$ cat src/logic/isx_pkg.sv
// Purpose: shared constants for the indexed/stack instruction executor
// Assumes: 16-bit instruction words, 12-bit data addresses and pointers
// Notes:   encodings are matched on the upper bits of each word
package isx_pkg;
   // ****************************************
   // widths
   // ****************************************
   localparam int ADDR_W = 12;
   localparam int DATA_W = 8;
   localparam int WORD_W = 16;
   localparam int PC_W   = 21;
   // ****************************************
   // encodings
   // ****************************************
   localparam logic [8:0] MOVE_W1_PREFIX = 9'h1D7;   // 1110 1011 1
   localparam logic [3:0] MOVE_W2_PREFIX = 4'hF;
   localparam logic [7:0] PUSH_PREFIX    = 8'hFA;
   localparam logic [7:0] PSUB_PREFIX    = 8'hE9;
   localparam logic [1:0] SEL_RETURN     = 2'h3;
   // ****************************************
   // special addresses
   // ****************************************
   localparam logic [ADDR_W-1:0] INDF0_ADDR = 12'hFEF;
   localparam logic [ADDR_W-1:0] INDF1_ADDR = 12'hFE7;
   localparam logic [ADDR_W-1:0] INDF2_ADDR = 12'hFDF;
   localparam logic [ADDR_W-1:0] PC_LOW_ADDR     = 12'hFF9;
   localparam logic [ADDR_W-1:0] STACK_LOW_ADDR  = 12'hFFD;
   localparam logic [ADDR_W-1:0] STACK_HIGH_ADDR = 12'hFFE;
   localparam logic [ADDR_W-1:0] STACK_UP_ADDR   = 12'hFFF;
   localparam logic [DATA_W-1:0] ZERO_DATA  = 8'h00;
   localparam logic [ADDR_W-1:0] PTR_RESET  = 12'h000;
   localparam logic [PC_W-1:0]   PC_RESET   = 21'h000000;
   // ****************************************
   // states
   // ****************************************
   typedef enum logic [1:0] {
      ISX_IDLE     = 2'b00,
      ISX_MOVE_DST = 2'b01,
      ISX_RET_NOP  = 2'b10
   } isx_state_t;
endpackage

$ cat src/logic/isx_addr_check.sv
// Purpose: classify a computed data address
// Assumes: fixed special register locations from the package
// Notes:   instantiated once for source and once for destination
module isx_addr_check (
   input  wire logic [11:0] addr,
   output logic             is_indirect,
   output logic             is_stack_pc
);
   assign is_indirect = (addr == isx_pkg::INDF0_ADDR) || (addr == isx_pkg::INDF1_ADDR) ||
                        (addr == isx_pkg::INDF2_ADDR);
   assign is_stack_pc = (addr == isx_pkg::PC_LOW_ADDR) || (addr == isx_pkg::STACK_LOW_ADDR) ||
                        (addr == isx_pkg::STACK_HIGH_ADDR) || (addr == isx_pkg::STACK_UP_ADDR);
endmodule

$ cat src/logic/isx_exec.sv
// Purpose: decode and execute indexed move, push literal, pointer subtract and subtract-return
// Assumes: one instr_valid per instruction cycle; memory read data is combinational
// Notes:   pointers are held here; flags are never touched by these instructions
module isx_exec (
   input  wire logic        clk,
   input  wire logic        rstn,
   input  wire logic        instr_valid,
   input  wire logic [15:0] instr_word,
   output logic             instr_ready,
   output logic [11:0]      mem_addr,
   output logic             mem_rd,
   input  wire logic [7:0]  mem_rdata,
   output logic             mem_we,
   output logic [7:0]       mem_wdata,
   output logic [11:0]      pointer_zero,
   output logic [11:0]      pointer_one,
   output logic [11:0]      pointer_two,
   input  wire logic [20:0] return_stack_top,
   output logic             pc_load,
   output logic [20:0]      pc_value,
   output logic             stack_pop,
   output logic             flags_hold
);
   // ****************************************
   // state
   // ****************************************
   isx_pkg::isx_state_t state_q, state_d;
   logic [11:0] ptr0_q, ptr0_d, ptr1_q, ptr1_d, ptr2_q, ptr2_d;
   logic [7:0]  data_q, data_d;
   logic [11:0] addr_q, addr_d;
   logic        we_q, we_d, pc_ld_q, pc_ld_d, pop_q, pop_d;
   logic [20:0] pcv_q, pcv_d;
   logic [11:0] src_addr, dst_addr;
   logic        src_ind, dst_ind, dst_bad, take;
   logic [7:0]  op_hi;
   logic [5:0]  lit6;
   logic [1:0]  sel;
   logic        is_move, is_push, is_psub;

   assign op_hi   = instr_word[15:8];
   assign lit6    = instr_word[5:0];
   assign sel     = instr_word[7:6];
   assign is_move = instr_word[15:7] == isx_pkg::MOVE_W1_PREFIX;
   assign is_push = op_hi == isx_pkg::PUSH_PREFIX;
   assign is_psub = op_hi == isx_pkg::PSUB_PREFIX;

   // 12-bit add wraps modulo the data space
   assign src_addr = ptr2_q + {5'h00, instr_word[6:0]};
   assign dst_addr = ptr2_q + {5'h00, instr_word[6:0]};

   isx_addr_check u_src (
      .addr        (src_addr),
      .is_indirect (src_ind),
      .is_stack_pc ()
   );
   isx_addr_check u_dst (
      .addr        (dst_addr),
      .is_indirect (dst_ind),
      .is_stack_pc (dst_bad)
   );

   // ****************************************
   // next state
   // ****************************************
   always_comb begin
      state_d = state_q;
      ptr0_d  = ptr0_q;
      ptr1_d  = ptr1_q;
      ptr2_d  = ptr2_q;
      data_d  = data_q;
      addr_d  = addr_q;
      we_d    = 1'b0;
      pc_ld_d = 1'b0;
      pop_d   = 1'b0;
      pcv_d   = pcv_q;
      case (state_q)
         isx_pkg::ISX_IDLE: begin
            if (take) begin
               if (is_move) begin
                  // source read now, held until the second word arrives
                  data_d  = src_ind ? isx_pkg::ZERO_DATA : mem_rdata;
                  state_d = isx_pkg::ISX_MOVE_DST;
               end else if (is_push) begin
                  addr_d = ptr2_q;
                  data_d = instr_word[7:0];
                  we_d   = 1'b1;
                  ptr2_d = ptr2_q - 12'h001;
               end else if (is_psub) begin
                  case (sel)
                     2'h0: ptr0_d = ptr0_q - {6'h00, lit6};
                     2'h1: ptr1_d = ptr1_q - {6'h00, lit6};
                     2'h2: ptr2_d = ptr2_q - {6'h00, lit6};
                     default: begin
                        ptr2_d  = ptr2_q - {6'h00, lit6};
                        pcv_d   = return_stack_top;
                        pc_ld_d = 1'b1;
                        pop_d   = 1'b1;
                        state_d = isx_pkg::ISX_RET_NOP;
                     end
                  endcase
               end
            end
         end
         isx_pkg::ISX_MOVE_DST: begin
            if (instr_valid) begin
               state_d = isx_pkg::ISX_IDLE;
               // a bad second word or forbidden target degrades to a no-op
               if (instr_word[15:12] == isx_pkg::MOVE_W2_PREFIX && !dst_ind && !dst_bad) begin
                  addr_d = dst_addr;
                  we_d   = 1'b1;
               end
            end
         end
         isx_pkg::ISX_RET_NOP: begin
            if (instr_valid) begin
               state_d = isx_pkg::ISX_IDLE;
            end
         end
         default: state_d = isx_pkg::ISX_IDLE;
      endcase
   end

   always_ff @(posedge clk or negedge rstn) begin
      if (!rstn) begin
         state_q <= isx_pkg::ISX_IDLE;
         ptr0_q  <= isx_pkg::PTR_RESET;
         ptr1_q  <= isx_pkg::PTR_RESET;
         ptr2_q  <= isx_pkg::PTR_RESET;
         data_q  <= isx_pkg::ZERO_DATA;
         addr_q  <= isx_pkg::PTR_RESET;
         we_q    <= 1'b0;
         pc_ld_q <= 1'b0;
         pop_q   <= 1'b0;
         pcv_q   <= isx_pkg::PC_RESET;
      end else begin
         state_q <= state_d;
         ptr0_q  <= ptr0_d;
         ptr1_q  <= ptr1_d;
         ptr2_q  <= ptr2_d;
         data_q  <= data_d;
         addr_q  <= addr_d;
         we_q    <= we_d;
         pc_ld_q <= pc_ld_d;
         pop_q   <= pop_d;
         pcv_q   <= pcv_d;
      end
   end

   // ****************************************
   // outputs
   // ****************************************
   // source read address is combinational so the read lands in the first cycle
   // a move read cannot share the one memory port with a pending write, so the move waits a cycle
   assign instr_ready  = !((state_q == isx_pkg::ISX_IDLE) && we_q && is_move);
   assign take         = instr_valid && instr_ready;
   assign mem_rd       = (state_q == isx_pkg::ISX_IDLE) && take && is_move && !src_ind;
   assign mem_addr     = mem_rd ? src_addr : addr_q;
   assign mem_we       = we_q;
   assign mem_wdata    = data_q;
   assign pointer_zero = ptr0_q;
   assign pointer_one  = ptr1_q;
   assign pointer_two  = ptr2_q;
   assign pc_load      = pc_ld_q;
   assign pc_value     = pcv_q;
   assign stack_pop    = pop_q;
   assign flags_hold   = 1'b1;

   // ****************************************
   // checks
   // ****************************************
   a_push_decrement: assert property (@(posedge clk) disable iff (!rstn)
      (state_q == isx_pkg::ISX_IDLE && instr_valid && is_push) |=>
         (pointer_two == $past(ptr2_q) - 12'h001) && mem_we && mem_addr == $past(ptr2_q))
      else $error("push did not write and decrement");
   a_ret_two_cycle: assert property (@(posedge clk) disable iff (!rstn)
      pc_load |-> state_q == isx_pkg::ISX_RET_NOP && !mem_we)
      else $error("return not followed by idle cycle");
   a_move_no_ind: assert property (@(posedge clk) disable iff (!rstn)
      (state_q == isx_pkg::ISX_MOVE_DST && instr_valid && dst_ind) |=> !mem_we)
      else $error("write to indirect destination");
   a_move_no_stack: assert property (@(posedge clk) disable iff (!rstn)
      (state_q == isx_pkg::ISX_MOVE_DST && instr_valid && dst_bad) |=> !mem_we)
      else $error("write to pc or stack byte");
   a_src_zero: assert property (@(posedge clk) disable iff (!rstn)
      (state_q == isx_pkg::ISX_IDLE && take && is_move && src_ind) |=> data_q == 8'h00)
      else $error("indirect source not zero");
   a_psub_ptr0: assert property (@(posedge clk) disable iff (!rstn)
      (state_q == isx_pkg::ISX_IDLE && instr_valid && is_psub && sel == 2'h0) |=>
         pointer_zero == $past(ptr0_q) - {6'h00, $past(lit6)})
      else $error("pointer subtract wrong");
   a_ret_sub: assert property (@(posedge clk) disable iff (!rstn)
      (state_q == isx_pkg::ISX_IDLE && instr_valid && is_psub && sel == 2'h3) |=>
         pc_load && pointer_two == $past(ptr2_q) - {6'h00, $past(lit6)})
      else $error("subtract-return wrong");
   a_move_write: assert property (@(posedge clk) disable iff (!rstn)
      (state_q == isx_pkg::ISX_MOVE_DST && instr_valid && !dst_ind && !dst_bad &&
       instr_word[15:12] == 4'hF) |=> mem_we && mem_addr == $past(dst_addr))
      else $error("move destination not written");
   a_no_rd_wr: assert property (@(posedge clk) disable iff (!rstn)
      !(mem_rd && mem_we))
      else $error("read and write share the memory port");
   a_ret_target: assert property (@(posedge clk) disable iff (!rstn)
      pc_load |-> stack_pop && pc_value == $past(return_stack_top))
      else $error("return target not taken from stack top");
endmodule

$ cat config.mk
export PLATFORM = sky130hd
export DESIGN_NAME = isx_exec
export DESIGN_NICKNAME = d
export VERILOG_FILES = /design/src/logic/isx_pkg.sv /design/src/logic/isx_addr_check.sv /design/src/logic/isx_exec.sv
export SDC_FILE = /design/constraint.sdc
export NUM_CORES = 1
export LEC_CHECK = 0
export BUFFER_PORTS_ARGS = -buffer_cell sky130_fd_sc_hd__buf_2
export CORE_ASPECT_RATIO = 1.1
export CORE_MARGIN = 2
export CORE_UTILIZATION = 48
export CTS_CLUSTER_DIAMETER = 120
export DETAILED_ROUTE_END_ITERATION = 6
export PLACE_DENSITY = 0.77
export SLEW_MARGIN = 20
export SYNTH_ARGS = -nofsm -noshare
export SYNTH_HDL_FRONTEND = slang
export SYNTH_SLANG_ARGS = --single-unit
$ cat constraint.sdc
create_clock -name clk -period 3.7 [get_ports clk]
set_input_delay 0.37 -clock clk [delete_from_list [all_inputs] [get_ports clk]]
set_output_delay 0.37 -clock clk [all_outputs]
set_load 0.02 [all_outputs]
==> metrics.cfg <==
[route]
drt_first_pass_iters = 5
post_drt_via_cell_ratio = 5.629
drtIter0Drc = 181
avgRoutedWirePerCell_um = 16.77
ant_nets = 0
routed_wl_um = 13050
drc = 0
num_vias = 4379

[synthesis]
syn_inst = 492
synth_compound_area_frac = 0.1286
ys.flop_type = dfrtp_1
yosysSeqAreaShare = 0.4060
yosys.area_share.adder = 0.08371
ys_types = 55
synth_xor_area_frac = 0.06667
synth_simple_gate_area_frac = 0.1494
synth_top_family_by_area = simple AND/OR/NAND/NOR gates
synth-seq-cells = 81
synthArstFlopShare = 1.000
synth_warnings = 0
synthMuxAreaShare = 0.1293
synthesis.area_sq_um = 4992
avgSynthCellArea_sq_um = 10.15
synth_fp_nets = 571
synth_enable_flop_cells = 0

[floorplanning]
chipHeight_um = 111.0
initial_core_util = 0.4872
dieArea_sq_um = 11230
rows = 39
ios = 131
fp.dieW_um = 101.2
coreArea_sq_um = 10250

[placement]
port_buffers = 129
post-dp-hpwl_um = 9697
gp_congestion = 0.9433
placedInstanceArea_sq_um = 5904

[global_routing]
antenna_found_initial = 0
grt_max_degree = 82
grt-ovfl-total = 0
track_usage = 0.2361
grt_pass1_wl_um = 20880
grt_pass1_vias = 4286

[finish]
fin_nets = 729
syn_to_final_growth_pct = 28.22
drive_gt1_frac = 0.3777
final_cell_area_sq_um = 6401

[flow_run]
maxCapViolCount = 0

[timing]
hold_violations = 0
period_minus_slack_ns = 3.785
final_max_slew_viol_count = 0
finalSetupViolations = 12
tightest_slew_ns = 1.107
max_freq_mhz = 264.2
rsz0062_at_grt = true
period_share = 1.023
fin_skew_ns = 0.006303
setup_slack_ns = -0.08453
slew_headroom = 0.2562

[clock_network]
cts.path.max_buffers = 2
clockRootBuffer = clkbuf_16
cts_tree = done
cts_buffers = 9
cts_sinks = 81
path_clk_slew_ns = 0.06
clock_latency_ns = 0.34
htree_levels = 3

[critical_path]
start_kind = flip-flop
crit_arrival_ns = 3.41
endpoint_kind = output port
worst-setup-path-type = flip-flop to output port
required_ns = 3.33
critPathMaxFanout = 6

[power_and_ir_drop]
finalPower_mw = 2.305
leakagePower_nw = 3.442
irDropWorstVdd_mv = 0.3307
pwr-share-seq = 0.415
p_comb_frac = 0.199
p_sw_mw = 0.6479
p_per_area_nw_per_um2 = 360.0
clkPwrFrac = 0.386
sw_frac_of_total = 0.2811
p_int_mw = 1.657

[status]
status = finished, violations left
failed_checks = setup timing

[min_path]
hp-class = input port to async pin

## critical path, stage by stage (launching register included)
cell	delay, ns
dfrtp_1	0.40
ha_4	0.18
fa_2	0.42
a211oi_4	0.29
nor4_1	0.08
a221o_1	0.30
and4_1	0.22
and4_4	0.20
or4_4	0.50
mux2_4	0.33
buf_6	0.13
## power by group through the flow
stage,clock network [mW],registers (mW),logic (mW)
2_1_floorplan,0,0.987,0.232
3_3_place_gp,0,0.967,0.406
3_5_place_dp,0,0.969,0.418
4_1_cts,0.910,0.953,0.444
5_1_grt,0.942,0.959,0.503
6_report,0.890,0.956,0.459
## cells in the final DEF, fill, tap and decap left out, types with 3 or more instances in the layout
cell,n
nor2_1,29
mux2_4,11
nor2b_1,8
inv_1,24
nand3b_1,3
clkbuf_16,9
a21boi_0,4
a21oi_1,9
o21a_1,5
buf_2,117
or3_1,3
mux2_2,43
xnor2_1,25
dfrtp_1,81
and3_1,4
nand3_1,12
o21ai_0,37
a22o_1,7
a21o_1,9
nand2_1,51
o211ai_1,4
nor4_1,7
buf_4,34
fa_1,3
buf_6,12
nor3_1,9
nand4_1,4
ha_1,25
o31ai_1,5
xor2_1,13
nand2b_1,8
## sequential cells by signal, summed over array words and instances, names as in the netlist
register	flops
addr_q	12
mem_wdata	8
mem_we	1
pc_value	21
pointer_one	12
pointer_two	12
pointer_zero	12
stack_pop	1
state_q	2
## layout make-up
class / count / area, sq um
clock inverter: 5 / 56.30
antenna: 1 / 2.502
tap: 123 / 153.9
timing repair buffer: 163 / 975.9
clock buffer: 10 / 239.0
fill: 864 / 3846
multi-input combinational: 371 / 2856
inverter: 24 / 90.09
sequential: 81 / 2027
## logic make-up after synthesis
family	after synthesis
AOI/OAI and AO/OA	96
xor gates and xnor gates	38
adders and majority gates	31
buffers and inverters	41
DFF	81
muxes	54
other	1
and+or+nand+nor	150
## through the flow
step | std cells | hold slack (ns) | setup TNS [ns] | setup WS, ns | util
after global routing | 777 | 0.1541 | -2.012 | -0.1924 | 0.6244
after global placement | 753 | 0.4544 | -0.8565 | -0.07542 | 0.5762
after CTS | 775 | 0.2188 | -0.8984 | -0.1046 | 0.6197
final | 778 | 0.06972 | -0.9349 | -0.08453 | 0.6247
after detailed placement | 753 | 0.4557 | -1.051 | -0.09342 | 0.5762
after floorplan | 492 | 0.07441 | 0 | 0.007522 | -
## cells in the mapped netlist (2+ instances only)
cell / number / area share
a21boi_0: 5 / 0.0075
a21o_1: 9 / 0.014
a21oi_1: 9 / 0.0090
a221o_1: 2 / 0.0040
a22o_1: 7 / 0.012
and3_1: 4 / 0.0050
buf_1: 3 / 0.0023
buf_4: 2 / 0.0030
buf_6: 2 / 0.0045
clkbuf_1: 9 / 0.0068
dfrtp_1: 81 / 0.41
fa_1: 4 / 0.016
ha_1: 27 / 0.068
inv_1: 24 / 0.018
mux2_2: 43 / 0.097
mux2_4: 10 / 0.030
nand2_1: 51 / 0.038
nand2b_1: 9 / 0.011
nand3_1: 13 / 0.013
nand3b_1: 3 / 0.0045
nand4_1: 4 / 0.0050
nor2_1: 29 / 0.022
nor2b_1: 8 / 0.010
nor3_1: 9 / 0.0090
nor4_1: 7 / 0.0088
nor4b_1: 2 / 0.0035
o211ai_1: 4 / 0.0060
o21a_1: 5 / 0.0075
o21ai_0: 38 / 0.038
o21bai_1: 2 / 0.0030
o31ai_1: 5 / 0.0075
or3_1: 3 / 0.0038
xnor2_1: 25 / 0.044
xor2_1: 13 / 0.023
## timing repair
action                     in CTS  in global routing
setup endpoints to repair      12                 13
cloned                          1                  0
pin swaps                      11                  1
setup buffers                   7                  2
gates resized for setup        28                  5
hold buffers                    0                  0
## routing by layer
metal	GRT usage	vias to the layer above	wire length, um
met3	0.05485	21	975
met2	0.3863	172	6418
met4	0.07117	0	250
met5	0	-	0
met1	0.3099	2129	5405
li1	-	2057	-
## final timing paths
path / slack, ns / cells past startpoint / end / from
worst min-delay path: 0.07 / 1 / addr_q[3] / rstn
worst max-delay path: -0.08 / 10 / mem_addr[1] / pointer_two[0]
worst min register to register: 0.46 / 1 / pointer_one[11] / pointer_one[11]
max in group asynchronous: 3.10 / 1 / pointer_two[8] / rstn
min in group clk: 0.23 / 2 / mem_wdata[6] / mem_rdata[6]
worst max register to register: 0.25 / 10 / mem_wdata[2] / pointer_two[0]
Power figures use the tool's default switching activity.
